===== config.mk =====
export PLATFORM = sky130hd
export DESIGN_NAME = dsa_ctrl_flat
export DESIGN_NICKNAME = d
export VERILOG_FILES = /design/src/dsa_pkg.sv /design/src/dsa_link_if.sv /design/src/dsa_ctrl.sv /design/src/flat_wrapper.sv
export SDC_FILE = /design/constraint.sdc
export NUM_CORES = 1
export LEC_CHECK = 0
export BUFFER_PORTS_ARGS = -buffer_cell sky130_fd_sc_hd__buf_2
export CELL_PAD_IN_SITES_DETAIL_PLACEMENT = 2
export CELL_PAD_IN_SITES_GLOBAL_PLACEMENT = 2
export CORE_MARGIN = 4
export CORE_UTILIZATION = 33
export CTS_CLUSTER_SIZE = 20
export DETAILED_ROUTE_END_ITERATION = 8
export PLACE_DENSITY = 0.75
export SYNTH_ARGS = -nofsm -noshare
export SYNTH_HDL_FRONTEND = slang
export SYNTH_SLANG_ARGS = --single-unit

===== constraint.sdc =====
create_clock -name ref_clk -period 8.2 [get_ports ref_clk]
set_input_delay 1.64 -clock ref_clk [delete_from_list [all_inputs] [get_ports ref_clk]]
set_output_delay 1.64 -clock ref_clk [all_outputs]
set_load 0.005 [all_outputs]

===== src/dsa_pkg.sv =====
// Shared constants for the arithmetic slice and its controlling logic.
package dsa_pkg;
  // ----------------------------------------------------------------
  // Datapath sizes
  // ----------------------------------------------------------------
  localparam int OPERAND_W   = 18;
  localparam int RESULT_W    = 48;
  localparam int SHIFT_BITS  = 17;
  localparam int SELECT_W    = 7;
  localparam logic [RESULT_W-1:0] RESULT_RESET = 48'h0;
  // ----------------------------------------------------------------
  // Select code fields
  // ----------------------------------------------------------------
  localparam int X_LSB = 0;
  localparam int Y_LSB = 2;
  localparam int Z_LSB = 4;
  localparam logic [1:0] X_ZERO    = 2'h0;
  localparam logic [1:0] X_PROD    = 2'h1;
  localparam logic [1:0] X_RESULT  = 2'h2;
  localparam logic [1:0] X_CONCAT  = 2'h3;
  localparam logic [1:0] Y_ZERO    = 2'h0;
  localparam logic [1:0] Y_PROD    = 2'h1;
  localparam logic [1:0] Y_ILLEGAL = 2'h2;
  localparam logic [1:0] Y_ADDEND  = 2'h3;
  localparam logic [2:0] Z_ZERO    = 3'h0;
  localparam logic [2:0] Z_CASCADE = 3'h1;
  localparam logic [2:0] Z_RESULT  = 3'h2;
  localparam logic [2:0] Z_ADDEND  = 3'h3;
  localparam logic [2:0] Z_SHCASC  = 3'h5;
  localparam logic [2:0] Z_SHRES   = 3'h6;
  localparam logic [SELECT_W-1:0] SEL_COUNT   = 7'h20;
  localparam logic [SELECT_W-1:0] SEL_PRELOAD = 7'h30;
  localparam logic [SELECT_W-1:0] SEL_RESET   = 7'h00;
  // ----------------------------------------------------------------
  // Controller register map
  // ----------------------------------------------------------------
  localparam int ADDR_W = 8;
  localparam int DATA_W = 32;
  localparam logic [ADDR_W-1:0] REG_CONTROL = 8'h00;
  localparam logic [ADDR_W-1:0] REG_OPA     = 8'h04;
  localparam logic [ADDR_W-1:0] REG_OPB     = 8'h08;
  localparam logic [ADDR_W-1:0] REG_ADD_LO  = 8'h0c;
  localparam logic [ADDR_W-1:0] REG_ADD_HI  = 8'h10;
  localparam logic [ADDR_W-1:0] REG_RES_LO  = 8'h14;
  localparam logic [ADDR_W-1:0] REG_RES_HI  = 8'h18;
  localparam logic [ADDR_W-1:0] REG_STATUS  = 8'h1c;
  localparam int CTL_SUB     = 7;
  localparam int CTL_CARRY   = 8;
  localparam int CTL_DOWN    = 9;
  localparam int CTL_PRELOAD = 10;
  localparam int CTL_MUX     = 11;
  localparam int CTL_MUXSEL  = 12;
  localparam int CTL_COUNT   = 14;
  localparam logic [DATA_W-1:0] CONTROL_RESET = 32'h0;
  localparam logic [1:0] MUX_X = 2'h0;
  localparam logic [1:0] MUX_Y = 2'h1;
  localparam logic [1:0] MUX_Z = 2'h2;
  typedef enum logic [1:0] {DSA_IDLE, DSA_LOAD, DSA_COUNT} dsa_state_t;
endpackage : dsa_pkg


===== src/dsa_link_if.sv =====
// Connection between the controlling logic and the arithmetic slice.
interface dsa_link_if;
  import dsa_pkg::*;
  logic [SELECT_W-1:0]  operandSelectCode;
  logic                 subtract;
  logic                 carryInput;
  logic [OPERAND_W-1:0] operandA;
  logic [OPERAND_W-1:0] operandB;
  logic [RESULT_W-1:0]  addend;
  logic [RESULT_W-1:0]  result;
  logic                 illegalSelect;

  modport slice (
    input  operandSelectCode,
    input  subtract,
    input  carryInput,
    input  operandA,
    input  operandB,
    input  addend,
    output result,
    output illegalSelect
  );

  modport ctrl (
    output operandSelectCode,
    output subtract,
    output carryInput,
    output operandA,
    output operandB,
    output addend,
    input  result,
    input  illegalSelect
  );
endinterface : dsa_link_if


===== src/dsa_ctrl.sv =====
// Controlling logic: register port for software, drives the slice.
//
// Our own choices: the plain strobed port and the register offsets.
module dsa_ctrl
  import dsa_pkg::*;
(
  input  wire logic              ref_clk,
  input  wire logic              rst,
  dsa_link_if.ctrl               link,
  input  wire logic [ADDR_W-1:0] regAddr,
  input  wire logic [DATA_W-1:0] regWriteData,
  input  wire logic              regWrite,
  input  wire logic              regRead,
  output logic      [DATA_W-1:0] regReadData
);

  // ----------------------------------------------------------------
  // Software registers
  // ----------------------------------------------------------------
  logic [DATA_W-1:0]    control;
  logic [OPERAND_W-1:0] opA;
  logic [OPERAND_W-1:0] opB;
  logic [RESULT_W-1:0]  addendReg;
  logic                 controlWrite;

  assign controlWrite = regWrite && (regAddr == REG_CONTROL);

  always_ff @(posedge ref_clk or posedge rst) begin
    if (rst) begin
      control   <= CONTROL_RESET;
      opA       <= '0;
      opB       <= '0;
      addendReg <= '0;
    end else if (regWrite) begin
      unique case (regAddr)
        REG_CONTROL: control <= regWriteData;
        REG_OPA:     opA <= regWriteData[OPERAND_W-1:0];
        REG_OPB:     opB <= regWriteData[OPERAND_W-1:0];
        REG_ADD_LO:  addendReg[DATA_W-1:0] <= regWriteData;
        REG_ADD_HI:  addendReg[RESULT_W-1:DATA_W] <= regWriteData[RESULT_W-DATA_W-1:0];
        default:     ;
      endcase
    end
  end

  // ----------------------------------------------------------------
  // Counter sequencing
  // ----------------------------------------------------------------
  dsa_state_t state;
  dsa_state_t next_state;

  always_comb begin
    next_state = state;
    if (controlWrite) begin
      if (regWriteData[CTL_PRELOAD]) begin
        next_state = DSA_LOAD;
      end else if (regWriteData[CTL_COUNT]) begin
        next_state = DSA_COUNT;
      end else begin
        next_state = DSA_IDLE;
      end
    end else if (state == DSA_LOAD) begin
      next_state = DSA_COUNT;
    end
  end

  always_ff @(posedge ref_clk or posedge rst) begin
    if (rst) begin
      state <= DSA_IDLE;
    end else begin
      state <= next_state;
    end
  end

  // ----------------------------------------------------------------
  // Selection policing
  // ----------------------------------------------------------------
  // Software may write any code; what leaves here always obeys the
  // pairing restriction of the slice, which overrides a single-mux select of a product.
  logic [SELECT_W-1:0] userSel;
  logic [SELECT_W-1:0] next_sel;
  logic                next_sub;
  logic                next_carry;

  always_comb begin
    userSel = control[SELECT_W-1:0];
    if (control[CTL_MUX]) begin
      unique case (control[CTL_MUXSEL +: 2])
        MUX_Y:   userSel = {Z_ZERO, userSel[Y_LSB +: 2], X_ZERO};
        MUX_Z:   userSel = {userSel[Z_LSB +: 3], Y_ZERO, X_ZERO};
        default: userSel = {Z_ZERO, Y_ZERO, userSel[X_LSB +: 2]};
      endcase
    end
    if (userSel[X_LSB +: 2] == X_PROD || userSel[Y_LSB +: 2] == Y_PROD) begin
      userSel = {userSel[Z_LSB +: 3], Y_PROD, X_PROD};
    end
    unique case (state)
      DSA_LOAD: begin
        next_sel   = SEL_PRELOAD;
        next_sub   = 1'b0;
        next_carry = 1'b1;
      end
      DSA_COUNT: begin
        next_sel   = SEL_COUNT;
        next_sub   = control[CTL_DOWN];
        next_carry = 1'b1;
      end
      DSA_IDLE: begin
        next_sel   = userSel;
        next_sub   = control[CTL_SUB];
        next_carry = control[CTL_CARRY];
      end
    endcase
  end

  // ----------------------------------------------------------------
  // Drive to the slice
  // ----------------------------------------------------------------
  always_ff @(posedge ref_clk or posedge rst) begin
    if (rst) begin
      link.operandSelectCode <= SEL_RESET;
      link.subtract          <= 1'b0;
      link.carryInput        <= 1'b0;
      link.operandA          <= '0;
      link.operandB          <= '0;
      link.addend            <= '0;
    end else begin
      link.operandSelectCode <= next_sel;
      link.subtract          <= next_sub;
      link.carryInput        <= next_carry;
      link.operandA          <= opA;
      link.operandB          <= opB;
      link.addend            <= addendReg;
    end
  end

  // ----------------------------------------------------------------
  // Read port
  // ----------------------------------------------------------------
  always_ff @(posedge ref_clk or posedge rst) begin
    if (rst) begin
      regReadData <= '0;
    end else if (regRead) begin
      unique case (regAddr)
        REG_CONTROL: regReadData <= control;
        REG_OPA:     regReadData <= {{(DATA_W-OPERAND_W){1'b0}}, opA};
        REG_OPB:     regReadData <= {{(DATA_W-OPERAND_W){1'b0}}, opB};
        REG_ADD_LO:  regReadData <= addendReg[DATA_W-1:0];
        REG_ADD_HI:  regReadData <= {16'h0, addendReg[RESULT_W-1:DATA_W]};
        REG_RES_LO:  regReadData <= link.result[DATA_W-1:0];
        REG_RES_HI:  regReadData <= {16'h0, link.result[RESULT_W-1:DATA_W]};
        REG_STATUS:  regReadData <= {29'h0, state == DSA_COUNT, state == DSA_LOAD,
                                     link.illegalSelect};
        default:     regReadData <= '0;
      endcase
    end else begin
      regReadData <= '0;
    end
  end

endmodule : dsa_ctrl


===== src/flat_wrapper.sv =====
// flat-port wrapper written by rule: the top's interface ports become plain ports
module dsa_ctrl_flat import dsa_pkg::*;
  (ref_clk, rst, regAddr, regWriteData, regWrite, regRead, regReadData, link_operandSelectCode, link_subtract, link_carryInput, link_operandA, link_operandB, link_addend, link_result, link_illegalSelect);
  dsa_link_if link_i ();
  input  wire logic ref_clk;
  input  wire logic rst;
  input  wire logic [ADDR_W-1:0] regAddr;
  input  wire logic [DATA_W-1:0] regWriteData;
  input  wire logic regWrite;
  input  wire logic regRead;
  output logic      [DATA_W-1:0] regReadData;
  output wire logic [$bits(link_i.operandSelectCode)-1:0] link_operandSelectCode;
  output wire logic [$bits(link_i.subtract)-1:0] link_subtract;
  output wire logic [$bits(link_i.carryInput)-1:0] link_carryInput;
  output wire logic [$bits(link_i.operandA)-1:0] link_operandA;
  output wire logic [$bits(link_i.operandB)-1:0] link_operandB;
  output wire logic [$bits(link_i.addend)-1:0] link_addend;
  input wire logic [$bits(link_i.result)-1:0] link_result;
  input wire logic [$bits(link_i.illegalSelect)-1:0] link_illegalSelect;
  assign link_operandSelectCode = link_i.operandSelectCode;
  assign link_subtract = link_i.subtract;
  assign link_carryInput = link_i.carryInput;
  assign link_operandA = link_i.operandA;
  assign link_operandB = link_i.operandB;
  assign link_addend = link_i.addend;
  assign link_i.result = link_result;
  assign link_i.illegalSelect = link_illegalSelect;
  dsa_ctrl u_core (.ref_clk(ref_clk), .rst(rst), .link(link_i), .regAddr(regAddr), .regWriteData(regWriteData), .regWrite(regWrite), .regRead(regRead), .regReadData(regReadData));
endmodule

==> impl_metrics.env <==
export IMPL_die_x_um=176
export IMPL_stdcell_area_um2=11800
export IMPL_drive_gt1_frac=0.388
export IMPL_syn_num_nets=758
export IMPL_cts_tree="done"
export IMPL_worstSkewPairLatency_ps=530
export IMPL_route_detailed_drc=0
export IMPL_via_count=6313
export IMPL_p_int_w=0.00218
export IMPL_grt_setup_unrepaired="false"
export IMPL_syn_area_per_cell_um2=14.0
export IMPL_grt_busiest_layer="met2"
export IMPL_ant_nets=0
export IMPL_synth_edf_count=0
export IMPL_synth_ff_type="dfrtp_1"
export IMPL_grt_util_met1=0.265
export IMPL_fmax_ghz=0.254
export IMPL_setup_viol_count_final=0
export IMPL_pin_count=218
export IMPL_timing_hold_ws_ps=397
export IMPL_syn_inst=663
export IMPL_grt_max_degree=144
export IMPL_grt_pass1_wl_um=46700
export IMPL_cts_sinks=243
export IMPL_area_delta_synth_final_pct=26.7
export IMPL_ys_seq_area_frac=0.655
export IMPL_setup_ws_ps=4260
export IMPL_worst_path_max_fanout=38
export IMPL_grt_pass1_vias=7412
export IMPL_holdBufCountCts=0
export IMPL_core_rowCount=61
export IMPL_utilization=0.423
export IMPL_clockRootBuffer="clkbuf_16"
export IMPL_worst_setup_path_type="in2reg"
export IMPL_vdd_drop_max_v=0.000143
export IMPL_arrival_ps=4340
export IMPL_min_period_ps=3940
export IMPL_met3_usage=0.0314
export IMPL_h_tree_depth=1
export IMPL_start_util=0.334
export IMPL_cap_viol_max_count=0
export IMPL_cts_inserted_buffers=27
export IMPL_hpwl_um=20200
export IMPL_clock_path_buffers=3
export IMPL_ctsResizeCount=0
export IMPL_hold_violations=0
export IMPL_power_frac_seq=0.457
export IMPL_antenna_found_initial=2
export IMPL_required_ps=8600
export IMPL_clockPowerShare=0.484
export IMPL_outcome="finished, final reports clean"
export IMPL_startpoint_type="input port"
export IMPL_fillers=2844
export IMPL_drt_vias_per_instance=4.93
export IMPL_core_area_um2=27800
export IMPL_die_h_um=176
export IMPL_timing_final_crit_share=0.481
export IMPL_worst_setup_path_end_kind="flip-flop"
export IMPL_hold_path_class="reg2reg"
export IMPL_post_cts_buffers=0
export IMPL_synth_cell_types=42
export IMPL_ys_ff_latch=243
export IMPL_grt_remaining_overflow=0
export IMPL_dpl_instance_area_um2=10700
export IMPL_use_met2=0.335
export IMPL_async_reset_ff_frac=1.00
export IMPL_drtIter0Drc=306
export IMPL_syn_cell_area_um2=9280
export IMPL_place_congestion=0.726
export IMPL_clock_skew_ps=12.9
export IMPL_portBuffers=217
export IMPL_maxSlewHeadroom=0.215
export IMPL_pre_cts_ws_ps=3570
export IMPL_tightest_slew_ps=1170
export IMPL_wl_per_cell_um=23.5
export IMPL_clk_pin_slew_ps=60
export IMPL_grt_usage=0.194
export IMPL_switching_share=0.224
export IMPL_layout_nets=975
export IMPL_fin_setup_tns_ps=0
export IMPL_drt_pre_antenna_iters=6
export IMPL_p_leak_nw=6.35
export IMPL_finalWirelength_um=30000
export IMPL_power_density_nw_per_um2=239
export IMPL_yosys_warnings=0
export IMPL_power_frac_comb=0.059
export IMPL_dieArea_um2=30900
export IMPL_maxSlewViolCount=0
export IMPL_power_net_switching_w=0.000628
[cell usage after synthesis (all sizes together) (2+ instances only)]
cell     instances  area [um2]
or2              3        18.8
nand3b           3        22.5
nand3            7        65.1
mux2i           23         230
o21ai           13        65.1
a22oi           19         143
inv              5        18.8
buf             26         159
a22o            26         228
and4             7        61.3
a21boi           4        30.0
clkbuf          12        45.0
dfrtp          243        6080
ha               2        25.0
a21o             7        52.6
nand2b           2        12.5
mux2            88        1070
nand2          112         420
nor2            23        86.3
and3             3        18.8
a221o            2        20.0
nor2b            3        18.8
mux4             9         203
o2bb2ai         10        87.6
nor4             2        33.8
[metrics by stage]
step,std cells,total power [W]
2_1_floorplan,663,0.00137
3_3_place_gp,1229,0.00146
3_5_place_dp,1229,0.00147
4_1_cts,1279,0.00285
5_1_grt,1280,0.00292
6_report,1280,0.00281
[logic make-up after synthesis]
| group | Yosys count | share of synthesized area |
|---|---|---|
| compound gates | 85 | 0.0708 |
| fa+ha+maj | 2 | 0.00270 |
| buf+inv | 43 | 0.0240 |
| flops | 243 | 0.655 |
| mux | 120 | 0.162 |
| simple gates | 170 | 0.0855 |
[power by group through the flow]
stage | logic, W | clock network [W] | registers [W]
after floorplan | 0.0000797 | 0 | 0.00129
after global placement | 0.000161 | 0 | 0.00130
after detailed placement | 0.000168 | 0 | 0.00130
after CTS | 0.000169 | 0.00140 | 0.00128
after global routing | 0.000184 | 0.00145 | 0.00129
final | 0.000165 | 0.00136 | 0.00128
[critical path, cell delays in order]
cell     delay (ps)
buf_2           100
buf_4           350
nor4_4          960
nand3_2         850
nand2_1         320
nand2_1          80
[sequential cells by signal (all words and copies together), names as in the netlist]
signal	count
u_core.addendReg	48
u_core.link.addend	48
u_core.control	32
u_core.regReadData	32
u_core.link.operandA	18
u_core.link.operandB	18
u_core.opA	18
u_core.opB	18
u_core.link.operandSelectCode	7
u_core.state	2
u_core.link.carryInput	1
u_core.link.subtract	1
[final cells by class]
class,instances,area (um2),area share
Sequential cell,243,6080,0.517
Multi-Input combinational cell,377,3010,0.256
Timing Repair Buffer,226,1170,0.0992
Clock buffer,33,738,0.0628
Tap cell,378,473,0.0402
Clock inverter,17,269,0.0229
Inverter,5,22.5,0.00192
Antenna cell,1,2.50,0.000213
[path summary, 6_finish.rpt]
kind / from / endpoint / slack, ps / cells past startpoint
max reg2reg: u_core.control[12] / u_core.link.operandSelectCode[1] / 6550 / 5
min in group asynchronous: rst / u_core.addendReg[27] / 1350 / 2
min: u_core.addendReg[8] / u_core.link.addend[8] / 400 / 0
max in group asynchronous: rst / u_core.link.operandA[0] / 5560 / 3
min reg2reg: u_core.addendReg[8] / u_core.link.addend[8] / 400 / 0
max: regAddr[2] / u_core.control[29] / 4260 / 6
[layout by cell type (no fill, tap or decap), types with 4 or more instances in the layout]
master	netlist	routed
dfrtp_1	243	243
buf_2	16	217
nand2_1	112	112
mux2_1	35	35
mux2_2	33	33
clkbuf_16	0	27
a22o_1	26	26
nor2_1	23	23
mux2i_1	23	23
mux2_4	20	20
a22oi_1	19	19
o21ai_0	13	13
o2bb2ai_1	10	10
mux4_2	9	9
buf_4	5	8
and4_1	7	7
a21o_1	7	7
clkinv_2	0	7
bufinv_16	0	7
inv_1	5	4
a21boi_0	4	4
clkbuf_8	0	4
[layer usage]
| metal | share of wire | up-vias | routed length (um) |
|---|---|---|---|
| met3 | 0.044 | 26 | 1330 |
| li1 | - | 2762 | - |
| met1 | 0.44 | 3366 | 13200 |
| met4 | 0.0089 | 2 | 268 |
| met5 | 0.00043 | - | 13 |
| met2 | 0.51 | 157 | 15200 |
(Power assumes the default switching activity.)
